[src/rtl/pti_pkg.sv]
// Constants, register map and field layout of the pattern input and trigger block
// Function
// - Video mode passes 30-bit pixel words
// - Pattern mode keeps top 8 bits per colour
// - Input word width selectable: 24, 27, 30
// - Pixel inputs sampled on source pixel clock
// - Colour channel groups swappable by configuration
// - Source keeps syncs periodic; stills fit frame
// - Repeat last frame at source rate
// - Three light channels, each with enable
// - Per-channel PWM duty sets light current
// - Alive output toggles only while healthy
// - Fault output off during system fault
// - First trigger advances or alternates patterns
// - Second trigger pauses or advances two
// - Exposure marker high during exposure only
// - First-pattern marker high on sequence start
package pti_pkg;
  localparam int CLK_HZ      = 100_000_000;
  localparam int HB_HALF_MS  = 250;
  localparam int HB_HALF_CYC = (CLK_HZ / 1000) * HB_HALF_MS;
  localparam int HB_W        = 25;
  localparam int CH_W        = 10;
  localparam int NCH         = 3;
  localparam int PIX_W       = CH_W * NCH;
  localparam int PAT_BITS    = 8;
  localparam int W24_BITS    = 8;
  localparam int W27_BITS    = 9;
  localparam int PER_W       = 24;
  localparam int EXP_W       = 16;
  localparam int IDX_W       = 8;
  localparam int DUTY_W      = 8;
  localparam int ST_W        = 5;
  localparam int CTRL_W      = 12;
  localparam int ADDR_W      = 8;

  // Byte addresses
  localparam logic [ADDR_W-1:0] A_CTRL  = 8'h00;
  localparam logic [ADDR_W-1:0] A_DUTY  = 8'h04;
  localparam logic [ADDR_W-1:0] A_EXP   = 8'h08;
  localparam logic [ADDR_W-1:0] A_PCNT  = 8'h0c;
  localparam logic [ADDR_W-1:0] A_STS   = 8'h10;
  localparam logic [ADDR_W-1:0] A_MASK  = 8'h14;
  localparam logic [ADDR_W-1:0] A_PIXEL = 8'h18;
  localparam logic [ADDR_W-1:0] A_STATE = 8'h1c;

  // Control and duty fields
  localparam int C_MODE   = 0;
  localparam int C_WID_LO = 1;
  localparam int C_SWP_LO = 3;
  localparam int C_T1ALT  = 6;
  localparam int C_T2TWO  = 7;
  localparam int C_LEN_LO = 8;
  localparam int C_FLT    = 11;
  localparam int D_G_LO   = 8;
  localparam int D_B_LO   = 16;

  localparam logic [1:0] WID_24  = 2'h0;
  localparam logic [1:0] WID_27  = 2'h1;
  localparam logic [1:0] WID_BAD = 2'h3;
  localparam logic [2:0] SWP_ACB = 3'h1;
  localparam logic [2:0] SWP_BAC = 3'h2;
  localparam logic [2:0] SWP_BCA = 3'h3;
  localparam logic [2:0] SWP_CAB = 3'h4;
  localparam logic [2:0] SWP_CBA = 3'h5;

  // Status bits
  localparam int S_FRAME  = 0;
  localparam int S_REPEAT = 1;
  localparam int S_TRIG1  = 2;
  localparam int S_TRIG2  = 3;
  localparam int S_FAULT  = 4;

  localparam logic [CTRL_W-1:0] CTRL_RST = 12'h004;
  localparam logic [EXP_W-1:0]  EXP_RST  = 16'h0064;
  localparam logic [IDX_W-1:0]  PCNT_RST = 8'h02;

  typedef enum logic [1:0] {
    EXP_IDLE = 2'b01,
    EXP_ON   = 2'b10
  } pti_exp_e;

  function automatic logic [CH_W-1:0] pti_chan_mask(input int keep);
    pti_chan_mask = ~((CH_W'(1) << (CH_W - keep)) - CH_W'(1));
  endfunction
endpackage

[src/rtl/pti_sync2.sv]
// Two-flop synchroniser for inputs from outside the clock domain
`timescale 1ns/1ps
module pti_sync2 #(
  parameter int W = 1
) (
  input  wire logic         hclk,
  input  wire logic         hresetn,
  input  wire logic         ce,
  input  wire logic [W-1:0] d,
  output logic      [W-1:0] q
);
  logic [W-1:0] meta;

  always_ff @(posedge hclk or negedge hresetn) begin
    if (!hresetn) begin
      meta <= '0;
      q    <= '0;
    end else if (ce) begin
      meta <= d;
      q    <= meta;
    end
  end
endmodule

[src/rtl/pti_pwm.sv]
// One light-current PWM channel with a free-running period counter
`timescale 1ns/1ps
module pti_pwm import pti_pkg::*; #(
  parameter int W = DUTY_W
) (
  input  wire logic         hclk,
  input  wire logic         hresetn,
  input  wire logic         ce,
  input  wire logic         en,
  input  wire logic [W-1:0] duty,
  output logic              pwm
);
  logic [W-1:0] cnt;
  logic [W-1:0] next_cnt;
  logic         next_pwm;

  always_comb begin
    next_cnt = cnt + W'(1);
    next_pwm = en && (cnt < duty);
  end

  always_ff @(posedge hclk or negedge hresetn) begin
    if (!hresetn) begin
      cnt <= '0;
      pwm <= 1'b0;
    end else if (ce) begin
      cnt <= next_cnt;
      pwm <= next_pwm;
    end
  end
endmodule

[src/rtl/pti_top.sv]
// Pixel input capture, pattern triggers, illumination and indicators with AHB-Lite registers
`timescale 1ns/1ps
module pti_top import pti_pkg::*; #(
  parameter int HB_HALF = HB_HALF_CYC
) (
  input  wire logic             hclk,
  input  wire logic             hresetn,
  input  wire logic             ce,
  input  wire logic             hsel,
  input  wire logic [31:0]      haddr,
  input  wire logic [1:0]       htrans,
  input  wire logic             hwrite,
  input  wire logic [2:0]       hsize,
  input  wire logic [31:0]      hwdata,
  input  wire logic             hready,
  output logic      [31:0]      hrdata,
  output logic                  hreadyout,
  output logic                  hresp,
  input  wire logic             pixel_clock_in,
  input  wire logic             frame_sync_in,
  input  wire logic             line_sync_in,
  input  wire logic             pixel_valid_in,
  input  wire logic [PIX_W-1:0] rgb_pixel_bus,
  input  wire logic             advance_trigger_in,
  input  wire logic             pause_trigger_in,
  output logic      [PIX_W-1:0] pixel_word_out,
  output logic                  pixel_word_valid,
  output logic                  frame_start_out,
  output logic                  line_start_out,
  output logic                  red_light_enable,
  output logic                  green_light_enable,
  output logic                  blue_light_enable,
  output logic                  red_current_pwm,
  output logic                  green_current_pwm,
  output logic                  blue_current_pwm,
  output logic                  alive_blink_out,
  output logic                  fault_ok_out,
  output logic                  exposure_marker_out,
  output logic                  first_pattern_marker_out,
  output logic                  irq
);
  // Synchronised inputs
  logic [PIX_W+3:0] pix_s;
  logic [1:0]       trig_s;
  logic             s_pclk;
  logic             s_vs;
  logic             s_hs;
  logic             s_de;
  logic [PIX_W-1:0] s_rgb;

  // Pixel capture state
  logic             pclk_q;
  logic             vs_q;
  logic             hs_q;
  logic             pix_edge;
  logic             next_pclk;
  logic             next_vs;
  logic             next_hs;
  logic [PIX_W-1:0] next_word;
  logic             next_valid;
  logic             next_fs;
  logic             next_ls;

  // Frame period tracking
  logic [PER_W-1:0] per_cnt;
  logic [PER_W-1:0] per_len;
  logic             repeat_q;
  logic [PER_W-1:0] next_per_cnt;
  logic [PER_W-1:0] next_per_len;
  logic             next_rep;
  logic             refresh;

  // Pattern and exposure state
  logic [1:0]       t_q;
  logic             t1_rise;
  logic             t2_rise;
  logic             paused;
  logic [IDX_W-1:0] pat_idx;
  logic [EXP_W-1:0] exp_cnt;
  pti_exp_e         exp_state;
  logic [1:0]       next_t_q;
  logic [IDX_W-1:0] next_idx;
  logic [EXP_W-1:0] next_exp_cnt;
  pti_exp_e         next_state;
  logic             next_expose;
  logic             next_first;

  // Indicators and lights
  logic             fault;
  logic [HB_W-1:0]  hb_cnt;
  logic [HB_W-1:0]  next_hb_cnt;
  logic             next_blink;
  logic [NCH-1:0]   next_len;

  // Bus and registers
  logic              wr_pend;
  logic              rd_pend;
  logic [ADDR_W-1:0] addr_q;
  logic              addr_ph;
  logic              next_wr;
  logic              next_rd;
  logic [ADDR_W-1:0] next_addr;
  logic              next_ready;
  logic [31:0]       next_rdata;
  logic [31:0]       rd_mux;
  logic [CTRL_W-1:0] ctrl;
  logic [DUTY_W-1:0] duty_r;
  logic [DUTY_W-1:0] duty_g;
  logic [DUTY_W-1:0] duty_b;
  logic [EXP_W-1:0]  exp_len;
  logic [IDX_W-1:0]  pat_cnt;
  logic [ST_W-1:0]   sts;
  logic [ST_W-1:0]   mask;
  logic [ST_W-1:0]   ev;
  logic [CTRL_W-1:0] next_ctrl;
  logic [DUTY_W-1:0] next_dr;
  logic [DUTY_W-1:0] next_dg;
  logic [DUTY_W-1:0] next_db;
  logic [EXP_W-1:0]  next_exp_len;
  logic [IDX_W-1:0]  next_pat_cnt;
  logic [ST_W-1:0]   next_sts;
  logic [ST_W-1:0]   next_mask;
  logic              next_irq;

  // Word is {C, B, A}; A in the low ten bits
  function automatic logic [PIX_W-1:0] swap_ch(input logic [PIX_W-1:0] w, input logic [2:0] sel);
    logic [CH_W-1:0] a;
    logic [CH_W-1:0] b;
    logic [CH_W-1:0] c;
    a = w[CH_W-1:0];
    b = w[2*CH_W-1:CH_W];
    c = w[PIX_W-1:2*CH_W];
    case (sel)
      SWP_ACB: swap_ch = {b, c, a};
      SWP_BAC: swap_ch = {c, a, b};
      SWP_BCA: swap_ch = {a, c, b};
      SWP_CAB: swap_ch = {b, a, c};
      SWP_CBA: swap_ch = {a, b, c};
      default: swap_ch = w;
    endcase
  endfunction

  // Narrow widths drop low lines, where narrow sources leave nothing
  function automatic logic [PIX_W-1:0] word_mask(input logic pat, input logic [1:0] wid);
    logic [CH_W-1:0] m;
    if (pat) begin
      m = pti_chan_mask(PAT_BITS);
    end else begin
      case (wid)
        WID_24:  m = pti_chan_mask(W24_BITS);
        WID_27:  m = pti_chan_mask(W27_BITS);
        default: m = pti_chan_mask(CH_W);
      endcase
    end
    word_mask = {NCH{m}};
  endfunction

  function automatic logic [IDX_W-1:0] step_idx(input logic [IDX_W-1:0] idx, input logic [IDX_W-1:0] cnt,
                                                input logic [1:0] step);
    logic [IDX_W:0] s;
    logic [IDX_W:0] n;
    n = (cnt == '0) ? (IDX_W+1)'(1) : {1'b0, cnt};
    s = {1'b0, idx} + {{(IDX_W-1){1'b0}}, step};
    if (s >= n) s = s - n;
    if (s >= n) s = s - n;
    step_idx = s[IDX_W-1:0];
  endfunction

  pti_sync2 #(.W(PIX_W+4)) u_pix_sync (
    .hclk    (hclk),
    .hresetn (hresetn),
    .ce      (ce),
    .d       ({pixel_clock_in, frame_sync_in, line_sync_in, pixel_valid_in, rgb_pixel_bus}),
    .q       (pix_s)
  );

  pti_sync2 #(.W(2)) u_trig_sync (
    .hclk    (hclk),
    .hresetn (hresetn),
    .ce      (ce),
    .d       ({pause_trigger_in, advance_trigger_in}),
    .q       (trig_s)
  );

  assign s_pclk = pix_s[PIX_W+3];
  assign s_vs   = pix_s[PIX_W+2];
  assign s_hs   = pix_s[PIX_W+1];
  assign s_de   = pix_s[PIX_W];
  assign s_rgb  = pix_s[PIX_W-1:0];

  // Pixel capture on the sampled rising edge of the source pixel clock
  assign pix_edge = s_pclk & ~pclk_q;
  always_comb begin
    next_pclk  = s_pclk;
    next_vs    = vs_q;
    next_hs    = hs_q;
    next_word  = pixel_word_out;
    next_valid = 1'b0;
    next_fs    = 1'b0;
    next_ls    = 1'b0;
    if (pix_edge) begin
      next_vs = s_vs;
      next_hs = s_hs;
      next_fs = s_vs & ~vs_q;
      next_ls = s_hs & ~hs_q;
      if (s_de) begin
        next_word  = swap_ch(s_rgb, ctrl[C_SWP_LO+:3]) & word_mask(ctrl[C_MODE], ctrl[C_WID_LO+:2]);
        next_valid = 1'b1;
      end
    end
  end

  always_ff @(posedge hclk or negedge hresetn) begin
    if (!hresetn) begin
      pclk_q           <= 1'b0;
      vs_q             <= 1'b0;
      hs_q             <= 1'b0;
      pixel_word_out   <= '0;
      pixel_word_valid <= 1'b0;
      frame_start_out  <= 1'b0;
      line_start_out   <= 1'b0;
    end else if (ce) begin
      pclk_q           <= next_pclk;
      vs_q             <= next_vs;
      hs_q             <= next_hs;
      pixel_word_out   <= next_word;
      pixel_word_valid <= next_valid;
      frame_start_out  <= next_fs;
      line_start_out   <= next_ls;
    end
  end

  // Frame period; a missed frame is replaced by a repeat tick
  always_comb begin
    next_per_cnt = (per_cnt == '1) ? per_cnt : per_cnt + PER_W'(1);
    next_per_len = per_len;
    next_rep     = 1'b0;
    if (frame_start_out) begin
      next_per_len = next_per_cnt;
      next_per_cnt = '0;
    end else if (per_len != '0 && per_cnt == per_len - PER_W'(1)) begin
      next_rep     = 1'b1;
      next_per_cnt = '0;
    end
  end

  always_ff @(posedge hclk or negedge hresetn) begin
    if (!hresetn) begin
      per_cnt  <= '0;
      per_len  <= '0;
      repeat_q <= 1'b0;
    end else if (ce) begin
      per_cnt  <= next_per_cnt;
      per_len  <= next_per_len;
      repeat_q <= next_rep;
    end
  end

  assign refresh = frame_start_out | repeat_q;

  // Triggers, pattern index and exposure
  assign t1_rise = trig_s[0] & ~t_q[0];
  assign t2_rise = trig_s[1] & ~t_q[1];
  assign paused  = ~ctrl[C_T2TWO] & trig_s[1];
  assign fault   = ctrl[C_FLT] | (ctrl[C_WID_LO+:2] == WID_BAD);

  always_comb begin
    next_t_q     = trig_s;
    next_idx     = pat_idx;
    next_state   = exp_state;
    next_exp_cnt = exp_cnt;
    next_first   = first_pattern_marker_out;
    if (t1_rise) begin
      if (ctrl[C_T1ALT]) begin
        next_idx = (pat_idx == '0) ? IDX_W'(1) : '0;
      end else begin
        next_idx = step_idx(pat_idx, pat_cnt, 2'd1);
      end
    end else if (t2_rise && ctrl[C_T2TWO]) begin
      next_idx = step_idx(pat_idx, pat_cnt, 2'd2);
    end
    case (exp_state)
      EXP_IDLE: begin
        if (refresh && !paused && !fault && exp_len != '0) begin
          next_state   = EXP_ON;
          next_exp_cnt = exp_len - EXP_W'(1);
          next_first   = (pat_idx == '0);
        end
      end
      EXP_ON: begin
        if (exp_cnt == '0) begin
          next_state = EXP_IDLE;
          next_first = 1'b0;
        end else begin
          next_exp_cnt = exp_cnt - EXP_W'(1);
        end
      end
      default: begin
        next_state = EXP_IDLE;
        next_first = 1'b0;
      end
    endcase
    next_expose = (next_state == EXP_ON);
  end

  always_ff @(posedge hclk or negedge hresetn) begin
    if (!hresetn) begin
      t_q                      <= '0;
      pat_idx                  <= '0;
      exp_state                <= EXP_IDLE;
      exp_cnt                  <= '0;
      exposure_marker_out      <= 1'b0;
      first_pattern_marker_out <= 1'b0;
    end else if (ce) begin
      t_q                      <= next_t_q;
      pat_idx                  <= next_idx;
      exp_state                <= next_state;
      exp_cnt                  <= next_exp_cnt;
      exposure_marker_out      <= next_expose;
      first_pattern_marker_out <= next_first;
    end
  end

  // Alive_blink_out and lights; a fault freezes the blink and drops enables
  always_comb begin
    next_hb_cnt = hb_cnt;
    next_blink  = alive_blink_out;
    if (!fault) begin
      if (hb_cnt >= HB_W'(HB_HALF - 1)) begin
        next_hb_cnt = '0;
        next_blink  = ~alive_blink_out;
      end else begin
        next_hb_cnt = hb_cnt + HB_W'(1);
      end
    end
    next_len = ctrl[C_LEN_LO+:NCH] & {NCH{~fault}};
  end

  always_ff @(posedge hclk or negedge hresetn) begin
    if (!hresetn) begin
      hb_cnt             <= '0;
      alive_blink_out    <= 1'b0;
      fault_ok_out       <= 1'b0;
      red_light_enable   <= 1'b0;
      green_light_enable <= 1'b0;
      blue_light_enable  <= 1'b0;
    end else if (ce) begin
      hb_cnt             <= next_hb_cnt;
      alive_blink_out    <= next_blink;
      fault_ok_out       <= ~fault;
      red_light_enable   <= next_len[0];
      green_light_enable <= next_len[1];
      blue_light_enable  <= next_len[2];
    end
  end

  pti_pwm u_pwm_r (.hclk(hclk), .hresetn(hresetn), .ce(ce), .en(red_light_enable), .duty(duty_r),
                   .pwm(red_current_pwm));
  pti_pwm u_pwm_g (.hclk(hclk), .hresetn(hresetn), .ce(ce), .en(green_light_enable), .duty(duty_g),
                   .pwm(green_current_pwm));
  pti_pwm u_pwm_b (.hclk(hclk), .hresetn(hresetn), .ce(ce), .en(blue_light_enable), .duty(duty_b),
                   .pwm(blue_current_pwm));

  // AHB-Lite slave; reads take one wait state so hrdata leaves a flop
  always_comb begin
    ev           = '0;
    ev[S_FRAME]  = frame_start_out;
    ev[S_REPEAT] = repeat_q;
    ev[S_TRIG1]  = t1_rise;
    ev[S_TRIG2]  = t2_rise;
    ev[S_FAULT]  = fault;
    case (addr_q)
      A_CTRL:  rd_mux = {{(32-CTRL_W){1'b0}}, ctrl};
      A_DUTY:  rd_mux = {8'h00, duty_b, duty_g, duty_r};
      A_EXP:   rd_mux = {{(32-EXP_W){1'b0}}, exp_len};
      A_PCNT:  rd_mux = {{(32-IDX_W){1'b0}}, pat_cnt};
      A_STS:   rd_mux = {{(32-ST_W){1'b0}}, sts};
      A_MASK:  rd_mux = {{(32-ST_W){1'b0}}, mask};
      A_PIXEL: rd_mux = {{(32-PIX_W){1'b0}}, pixel_word_out};
      A_STATE: rd_mux = {{(32-IDX_W-3){1'b0}}, fault, paused, exposure_marker_out, pat_idx};
      default: rd_mux = '0;
    endcase
    addr_ph    = hsel & hready & htrans[1];
    next_wr    = addr_ph & hwrite;
    next_rd    = addr_ph & ~hwrite;
    next_addr  = addr_ph ? haddr[ADDR_W-1:0] : addr_q;
    next_ready = ~next_rd;
    next_rdata = rd_pend ? rd_mux : hrdata;
    next_ctrl    = ctrl;
    next_dr      = duty_r;
    next_dg      = duty_g;
    next_db      = duty_b;
    next_exp_len = exp_len;
    next_pat_cnt = pat_cnt;
    next_mask    = mask;
    next_sts     = sts | ev;
    if (wr_pend) begin
      case (addr_q)
        A_CTRL:  next_ctrl = hwdata[CTRL_W-1:0];
        A_DUTY: begin
          next_dr = hwdata[DUTY_W-1:0];
          next_dg = hwdata[D_G_LO+:DUTY_W];
          next_db = hwdata[D_B_LO+:DUTY_W];
        end
        A_EXP:   next_exp_len = hwdata[EXP_W-1:0];
        A_PCNT:  next_pat_cnt = hwdata[IDX_W-1:0];
        A_STS:   next_sts = (sts & ~hwdata[ST_W-1:0]) | ev;
        A_MASK:  next_mask = hwdata[ST_W-1:0];
        default: next_mask = mask;
      endcase
    end
    next_irq = |(next_sts & next_mask);
  end

  always_ff @(posedge hclk or negedge hresetn) begin
    if (!hresetn) begin
      wr_pend   <= 1'b0;
      rd_pend   <= 1'b0;
      addr_q    <= '0;
      hreadyout <= 1'b1;
      hrdata    <= '0;
      hresp     <= 1'b0;
      ctrl      <= CTRL_RST;
      duty_r    <= '0;
      duty_g    <= '0;
      duty_b    <= '0;
      exp_len   <= EXP_RST;
      pat_cnt   <= PCNT_RST;
      sts       <= '0;
      mask      <= '0;
      irq       <= 1'b0;
    end else if (ce) begin
      wr_pend   <= next_wr;
      rd_pend   <= next_rd;
      addr_q    <= next_addr;
      hreadyout <= next_ready;
      hrdata    <= next_rdata;
      hresp     <= 1'b0;
      ctrl      <= next_ctrl;
      duty_r    <= next_dr;
      duty_g    <= next_dg;
      duty_b    <= next_db;
      exp_len   <= next_exp_len;
      pat_cnt   <= next_pat_cnt;
      sts       <= next_sts;
      mask      <= next_mask;
      irq       <= next_irq;
    end
  end
endmodule

[config.mk]
export PLATFORM = sky130hd
export DESIGN_NAME = pti_top
export DESIGN_NICKNAME = d
export VERILOG_FILES = /design/src/rtl/pti_pkg.sv /design/src/rtl/pti_sync2.sv /design/src/rtl/pti_pwm.sv /design/src/rtl/pti_top.sv
export SDC_FILE = /design/constraint.sdc
export NUM_CORES = 1
export LEC_CHECK = 0
export ABC_AREA = 0
export BUFFER_PORTS_ARGS = -buffer_cell sky130_fd_sc_hd__buf_4
export CAP_MARGIN = 10
export CORE_MARGIN = 3
export CORE_UTILIZATION = 48
export CTS_CLUSTER_SIZE = 20
export DETAILED_ROUTE_END_ITERATION = 6
export GPL_TIMING_DRIVEN = 0
export PLACE_DENSITY = 0.65
export SLEW_MARGIN = 20
export SYNTH_ARGS = -nofsm -noshare
export SYNTH_HDL_FRONTEND = slang
export SYNTH_SLANG_ARGS = --single-unit
[constraint.sdc]
create_clock -name hclk -period 9.4 [get_ports hclk]
set_input_delay 0.47 -clock hclk [delete_from_list [all_inputs] [get_ports hclk]]
set_output_delay 0.47 -clock hclk [all_outputs]
set_load 0.005 [all_outputs]
== Yosys cells after proc, flatten, opt, wreduce, memory -nomap -nowiden ==
Index checks and enable logic that the tools add are counted.

* Flip-flop bits (word level): 358
* Output and inout port bits: 78
* Logic and storage cells: 197

* $add $sub $neg: 14
* Magnitude comparators: 8
* Eq/ne operators: 22
* Muxes and demuxes: 44
* Bitwise gates (word level): 29
* Reductions and logical operators: 34

{| class="wikitable"
|+ Operators by type and width
! cell !! number
|-
| one-hot mux 30 bit (8 select lines) || 1
|-
| one-hot mux 30 bit (5 select lines) || 1
|-
| 2-to-1 mux 24 bit || 3
|-
| 2-to-1 mux 30 bit || 2
|-
| 2-to-1 mux 9 bit || 6
|-
| 2-to-1 mux 8 bit || 6
|-
| equality test 8 x 5 -> 1 bit, second input constant || 4
|-
| 2-to-1 mux 16 bit || 2
|-
| one-hot mux 16 bit (2 select lines) || 1
|-
| subtractor 16 x 1 -> 16 bit, second input constant || 2
|-
| AND 30 bit || 1
|-
| greater-or-equal comparator 9 x 8 -> 1 bit || 3
|-
| adder 25 x 1 -> 25 bit, second input constant || 1
|-
| greater-or-equal comparator 25 bit, second input constant || 1
|-
| 2-to-1 mux 25 bit || 1
|-
| adder 24 x 1 -> 24 bit, second input constant || 1
|-
| adder 8 x 1 -> 8 bit, second input constant || 3
|-
| equality test 24 bit || 1
|-
| equality test 24 bit, second input constant || 1
|-
| logical NOT 8 bit || 3
|-
| < comparator 8 bit || 3
|-
| nonzero test 24 bit || 1
|-
| subtractor 24 x 1 -> 24 bit, second input constant || 1
|-
| AND reduction 3 bit || 7
|-
| 36 further kinds || 95
|}

== Depth between registers and ports, before layout ==
* Depth in word-level cells: 10
* Depth in mapped cells: 22
* Gate-level depth less buffers: 21

== Cells and area by module ==
Synthesis repeated with hierarchy kept, for this count alone.

* Cells, all modules: 2058
* Area total of the unflattened synthesis: 20549.7 µm²

{| class="wikitable"
|+ By module, submodules not included
! module !! times used !! cells an instance !! area an instance (µm²) !! sequential area each (µm²)
|-
| pti_top || 1 || 1744 || 16107.9 || 6439.9
|-
| pti_sync2 at u_pix_sync || 1 || 144 || 2615.0 || 1701.6
|-
| pti_pwm || 3 || 54 || 560.5 || 225.2
|-
| pti_sync2 at u_trig_sync || 1 || 8 || 145.1 || 100.1
|}

== Worst setup path before layout ==
OpenSTA, ideal clock, no wires.

* Path type: reg2reg
* From: reg pat_idx[4]
* To: reg pat_idx[3]
* Setup time: 0.132 ns
* Data arrival time: 4.941 ns
* Setup slack: 4.327 ns
* Cell stages (with the launch flop): 21
* Path buffers: 2
* Cell sequence: dfrtp_1 > clkbuf_1 > and3_1 > nand3_1 > xnor2_1 > ha_1 > nand4_1 > nor2_1 > or4_1 > a21oi_1 > clkbuf_1 > mux2i_1 > ha_1 > nor2b_1 > o211ai_1 > a31oi_1 > o21a_1 > o21ai_0 > nand2_1 > a41oi_1 > o211ai_1

* Cells in the longest elaborated chain, start to end: 9
* Elaborated cells between the ends (all ways): 21
* Those cells by class: add/sub: 6; order compare: 4; mux: 11

{| class="wikitable"
|+ Ends and longest elaborated chain
! element !! line !! RTL
|-
| start: declaration || pti_top.sv:78 || <nowiki>logic [IDX_W-1:0] pat_idx;</nowiki>
|-
| start signal: assignment || pti_top.sv:316 || <nowiki>pat_idx <= next_idx;</nowiki>
|-
| adder 8 x 2 -> 9 bit / adder 8 x 1 -> 9 bit (equally long branches) || pti_top.sv:163 || <nowiki>s = {1'b0, idx} + {{(IDX_W-1){1'b0}}, step};</nowiki>
|-
| subtractor 9 x 8 -> 9 bit (tied with other cells) || pti_top.sv:164 || <nowiki>if (s >= n) s = s - n;</nowiki>
|-
| 2-to-1 mux 9 bit || pti_top.sv:164 ||
|-
| 2-to-1 mux 9 bit (on tied branches) || pti_top.sv:279, pti_top.sv:274 ||
|-
| 2-to-1 mux 9 bit || pti_top.sv:273 || <nowiki>if (t1_rise) begin</nowiki>
|-
| greater-or-equal comparator 9 x 8 -> 1 bit / subtractor 8 bit (equally long branches) || pti_top.sv:165 || <nowiki>if (s >= n) s = s - n;</nowiki>
|-
| 2-to-1 mux 8 bit || pti_top.sv:165 ||
|-
| 2-to-1 mux 8 bit (on tied branches) || pti_top.sv:279, pti_top.sv:274 ||
|-
| 2-to-1 mux 8 bit (*) || pti_top.sv:273 ||
|}

Every way passes the cells marked *; elsewhere a longest branch is shown, timed or not. The select of a mux whose other input is x is not followed.
A chain may end at the register's enable or synchronous reset.

== Final worst setup path ==
* From: reg pat_idx[4]
* To: reg pat_idx[2]

The elaborated chain is that of the path after synthesis.

==> impl_metrics.env <==
export IMPL_status="complete, but fails checks"
export IMPL_violations="design-rule violations"
export IMPL_cp_cell_sequence="clkbuf_1, and3_1, nand3_1, xnor2_1, ha_1, nand4_1, nor2_1, or4_1, a21oi_1, clkbuf_1, mux2i_1, ha_1, nor2b_1, o211ai_1, a31oi_1, o21a_1, o21ai_0, nand2_1, o21ai_0, o211ai_1"
export IMPL_ios=189
export IMPL_start_kind="flip-flop"
export IMPL_die_w_microns=212
export IMPL_cp_slowest_cell="or4_1"
export IMPL_finalSetupViolations=0
export IMPL_worst_r2r_setup_slack_ns=2.94
export IMPL_multi_input_area_sq_mm=0.0108
export IMPL_finalInstanceArea_sq_mm=0.0238
export IMPL_cp_top_family="compound AO/OA/AOI/OAI gates"
export IMPL_period_needed_ns=6.46
export IMPL_worstHoldPathCells=2
export IMPL_p_int_mw=4.11
export IMPL_hpwl_microns=45000
export IMPL_antenna_cells=0
export IMPL_clkSlewWorstSetupHoldPaths_ns=0.06
export IMPL_cts_buffer_depth=3
export IMPL_placed_area_sq_mm=0.0224
export IMPL_synth_main_ff_cell="dfrtp_1"
export IMPL_wire_per_inst_microns=21.2
export IMPL_rsz0062_at_grt="no"
export IMPL_slew_violations=0
export IMPL_antenna_found_initial=0
export IMPL_reg2reg_to="pat_idx[2]"
export IMPL_start_util_pct=48.7
export IMPL_fmax_ghz=0.155
export IMPL_drcViolationCount=1
export IMPL_num_rows=75
export IMPL_yosysUniqueCellTypes=81
export IMPL_synth_cells=2112
export IMPL_tightestPinTransition_ns=1.13
export IMPL_port_buffers=148
export IMPL_drive_above_1_share_pct=18.1
export IMPL_relSlewSlack_pct=24.0
export IMPL_track_usage_pct=26.9
export IMPL_arrival_ns=6.89
export IMPL_die_height_microns=212
export IMPL_p_clk_share_pct=24.3
export IMPL_grt_max_degree=99
export IMPL_finalNetCount=2490
export IMPL_drtAntennaViolNets=0
export IMPL_power_mw=6.80
export IMPL_vias=17200
export IMPL_grt_overflow_total=0
export IMPL_clock_sinks=356
export IMPL_powerDensity_mw_per_mm2=286
export IMPL_finalHoldViolations=0
export IMPL_seq_area_sq_mm=0.00892
export IMPL_globalplace_congestion=0.931
export IMPL_pwr_share_seq_pct=30.9
export IMPL_cts_max_level=2
export IMPL_vdd_drop_max_v=0.000250
export IMPL_finalNonFillerCells=2877
export IMPL_holdWs_ns=0.110
export IMPL_cp_num_buf_inv=2
export IMPL_tns_ns=0
export IMPL_netlist_area_leader_share_pct=42.7
export IMPL_synth_enable_flop_cells=0
export IMPL_clk_latency_ns=0.56
export IMPL_critPathMaxStageDelay_ns=0.56
export IMPL_areaGrowthSynthToFinish_pct=16.1
export IMPL_ys_warn_count=0
export IMPL_fillers=3711
export IMPL_period_share_pct=68.8
export IMPL_switching_share_pct=39.5
export IMPL_ys_seq_area_share_pct=43.6
export IMPL_synth_area_leader_cell="dfrtp_1"
export IMPL_drv_cap=0
export IMPL_grt_first_pass_wirelength_microns=95600
export IMPL_wl_microns=61000
export IMPL_coreArea_sq_mm=0.0420
export IMPL_worstHoldPathType="in -> reg"
export IMPL_cts_resized_gates=0
export IMPL_worstSetupEndpointType="flip-flop"
export IMPL_synth_area_sq_mm=0.0205
export IMPL_numCtsBuffers=40
export IMPL_crit_fanout=10
export IMPL_reg2reg_from="pat_idx[4]"
export IMPL_cts_tree="yes"
export IMPL_drt_first_pass_iters=7
export IMPL_skew_ns=0.0135
export IMPL_dp_cells=2805
export IMPL_syn_area_per_cell_sq_um=9.69
export IMPL_vias_per_cell=5.99
export IMPL_ys_seq_elements=356
export IMPL_worstHoldEndpoint="rd_pend"
export IMPL_holdBufCountCts=1
export IMPL_required_ns=9.83
export IMPL_synthArstFlopShare_pct=100
export IMPL_cts_setup_buffers=0
export IMPL_dieArea_sq_mm=0.0451
export IMPL_switching_power_mw=2.69
export IMPL_synth_most_common_cell="dfrtp_1"
export IMPL_pwr_share_comb_pct=44.7
export IMPL_grt_pass1_vias=16600
export IMPL_dr_first_iter_drc_count=1539
export IMPL_synth_area_leaders="dfrtp_1 (43%), mux2_2 (8.9%), o21ai_0 (5.0%)"
export IMPL_min_delay_start="hwrite"
export IMPL_rr_worst_depth=20
export IMPL_critPathKind="reg -> reg"
export IMPL_yosys_top_cells_count="dfrtp_1 (349), nand2_1 (209), o21ai_0 (203)"
export IMPL_leakage_nw=10.2
export IMPL_cts_root_buf="clkbuf_16"
sequential cells by signal, indices dropped and copies added, names as in the netlist, 5 cells and up:
signal,cells
pixel_word_out,30
u_pwm_r.cnt,8
pat_idx,8
sts,5
mask,5
per_len,24
duty_b,8
hrdata,30
exp_len,16
duty_g,8
hb_cnt,25
u_pix_sync.q,34
duty_r,8
ctrl,12
pat_cnt,8
u_pwm_g.cnt,8
u_pix_sync.meta,34
u_pwm_b.cnt,8
addr_q,8
per_cnt,24
exp_cnt,16
layout make-up:
class | instances | share of cell area (%)
Tap cell | 539 | 2.84
Clock buffer | 56 | 4.93
Inverter | 69 | 1.09
Clock inverter | 15 | 0.874
Sequential cell | 356 | 37.5
Timing Repair Buffer | 153 | 5.12
Multi-Input combinational cell | 1572 | 45.6
Buffer | 117 | 1.99
per-stage QoR:
| step | setup WS (ns) | util, % |
|---|---|---|
| finish | 2.94 | 56.5 |
| global route | 2.53 | 56.5 |
| CTS | 3.04 | 56.5 |
| detailed placement | 3.04 | 53.2 |
| global placement | 3.14 | 52.9 |
| floorplan | 4.33 | - |
per-layer routing:
layer | up-vias | part of all wire [%] | GRT usage (%)
met4 | 0 | 2.6 | 7.13
met1 | 8523 | 45 | 38.3
met3 | 103 | 6.6 | 4.54
met5 | - | 0 | 0
li1 | 8027 | - | -
met2 | 594 | 46 | 42.9
placed cells by master, fill, tap and decap left out, types with 31 or more instances in the layout:
cell	count
nand2b_1	31
xnor2_1	74
o21ai_0	202
a22oi_1	32
clkbuf_16	41
inv_1	68
dfrtp_1	349
a21oi_1	64
ha_1	66
nand3_1	64
nand2_1	209
nor2_1	147
clkbuf_1	98
mux2_2	162
xor2_1	71
buf_4	150
nand4_1	39
cell families after synthesis:
kind of cell / Yosys count / synth area share [%]
simple gates: 662 / 15.9
other cells: 1 / 0.0183
fa+ha+maj: 70 / 4.43
flops: 356 / 43.6
buf+inv: 186 / 3.57
mux: 197 / 10.9
compound gates: 495 / 15.4
xor+xnor: 145 / 6.21
how the worst max path moves through the flow:
stage / endpoint / slack (ns) / startpoint / cells after the start
global placement: pat_idx[5] / 3.14 / pat_idx[3] / 20
floorplan: pat_idx[3] / 4.33 / pat_idx[4] / 20
CTS: pat_idx[5] / 3.04 / pat_idx[3] / 20
global route: pat_idx[3] / 2.53 / pat_idx[4] / 20
finish: pat_idx[2] / 2.94 / pat_idx[4] / 20
detailed placement: pat_idx[6] / 3.04 / pat_idx[3] / 20
power by group through the flow:
stage	clock (mW)	sequential, mW	combinational [mW]
after floorplan	0	2.01	2.19
after global placement	0	2.11	2.87
after detailed placement	0	2.12	2.97
after CTS	1.68	2.09	2.99
after global routing	1.74	2.14	3.38
final	1.65	2.10	3.04
Note: power is estimated with default switching activity, not from simulation.
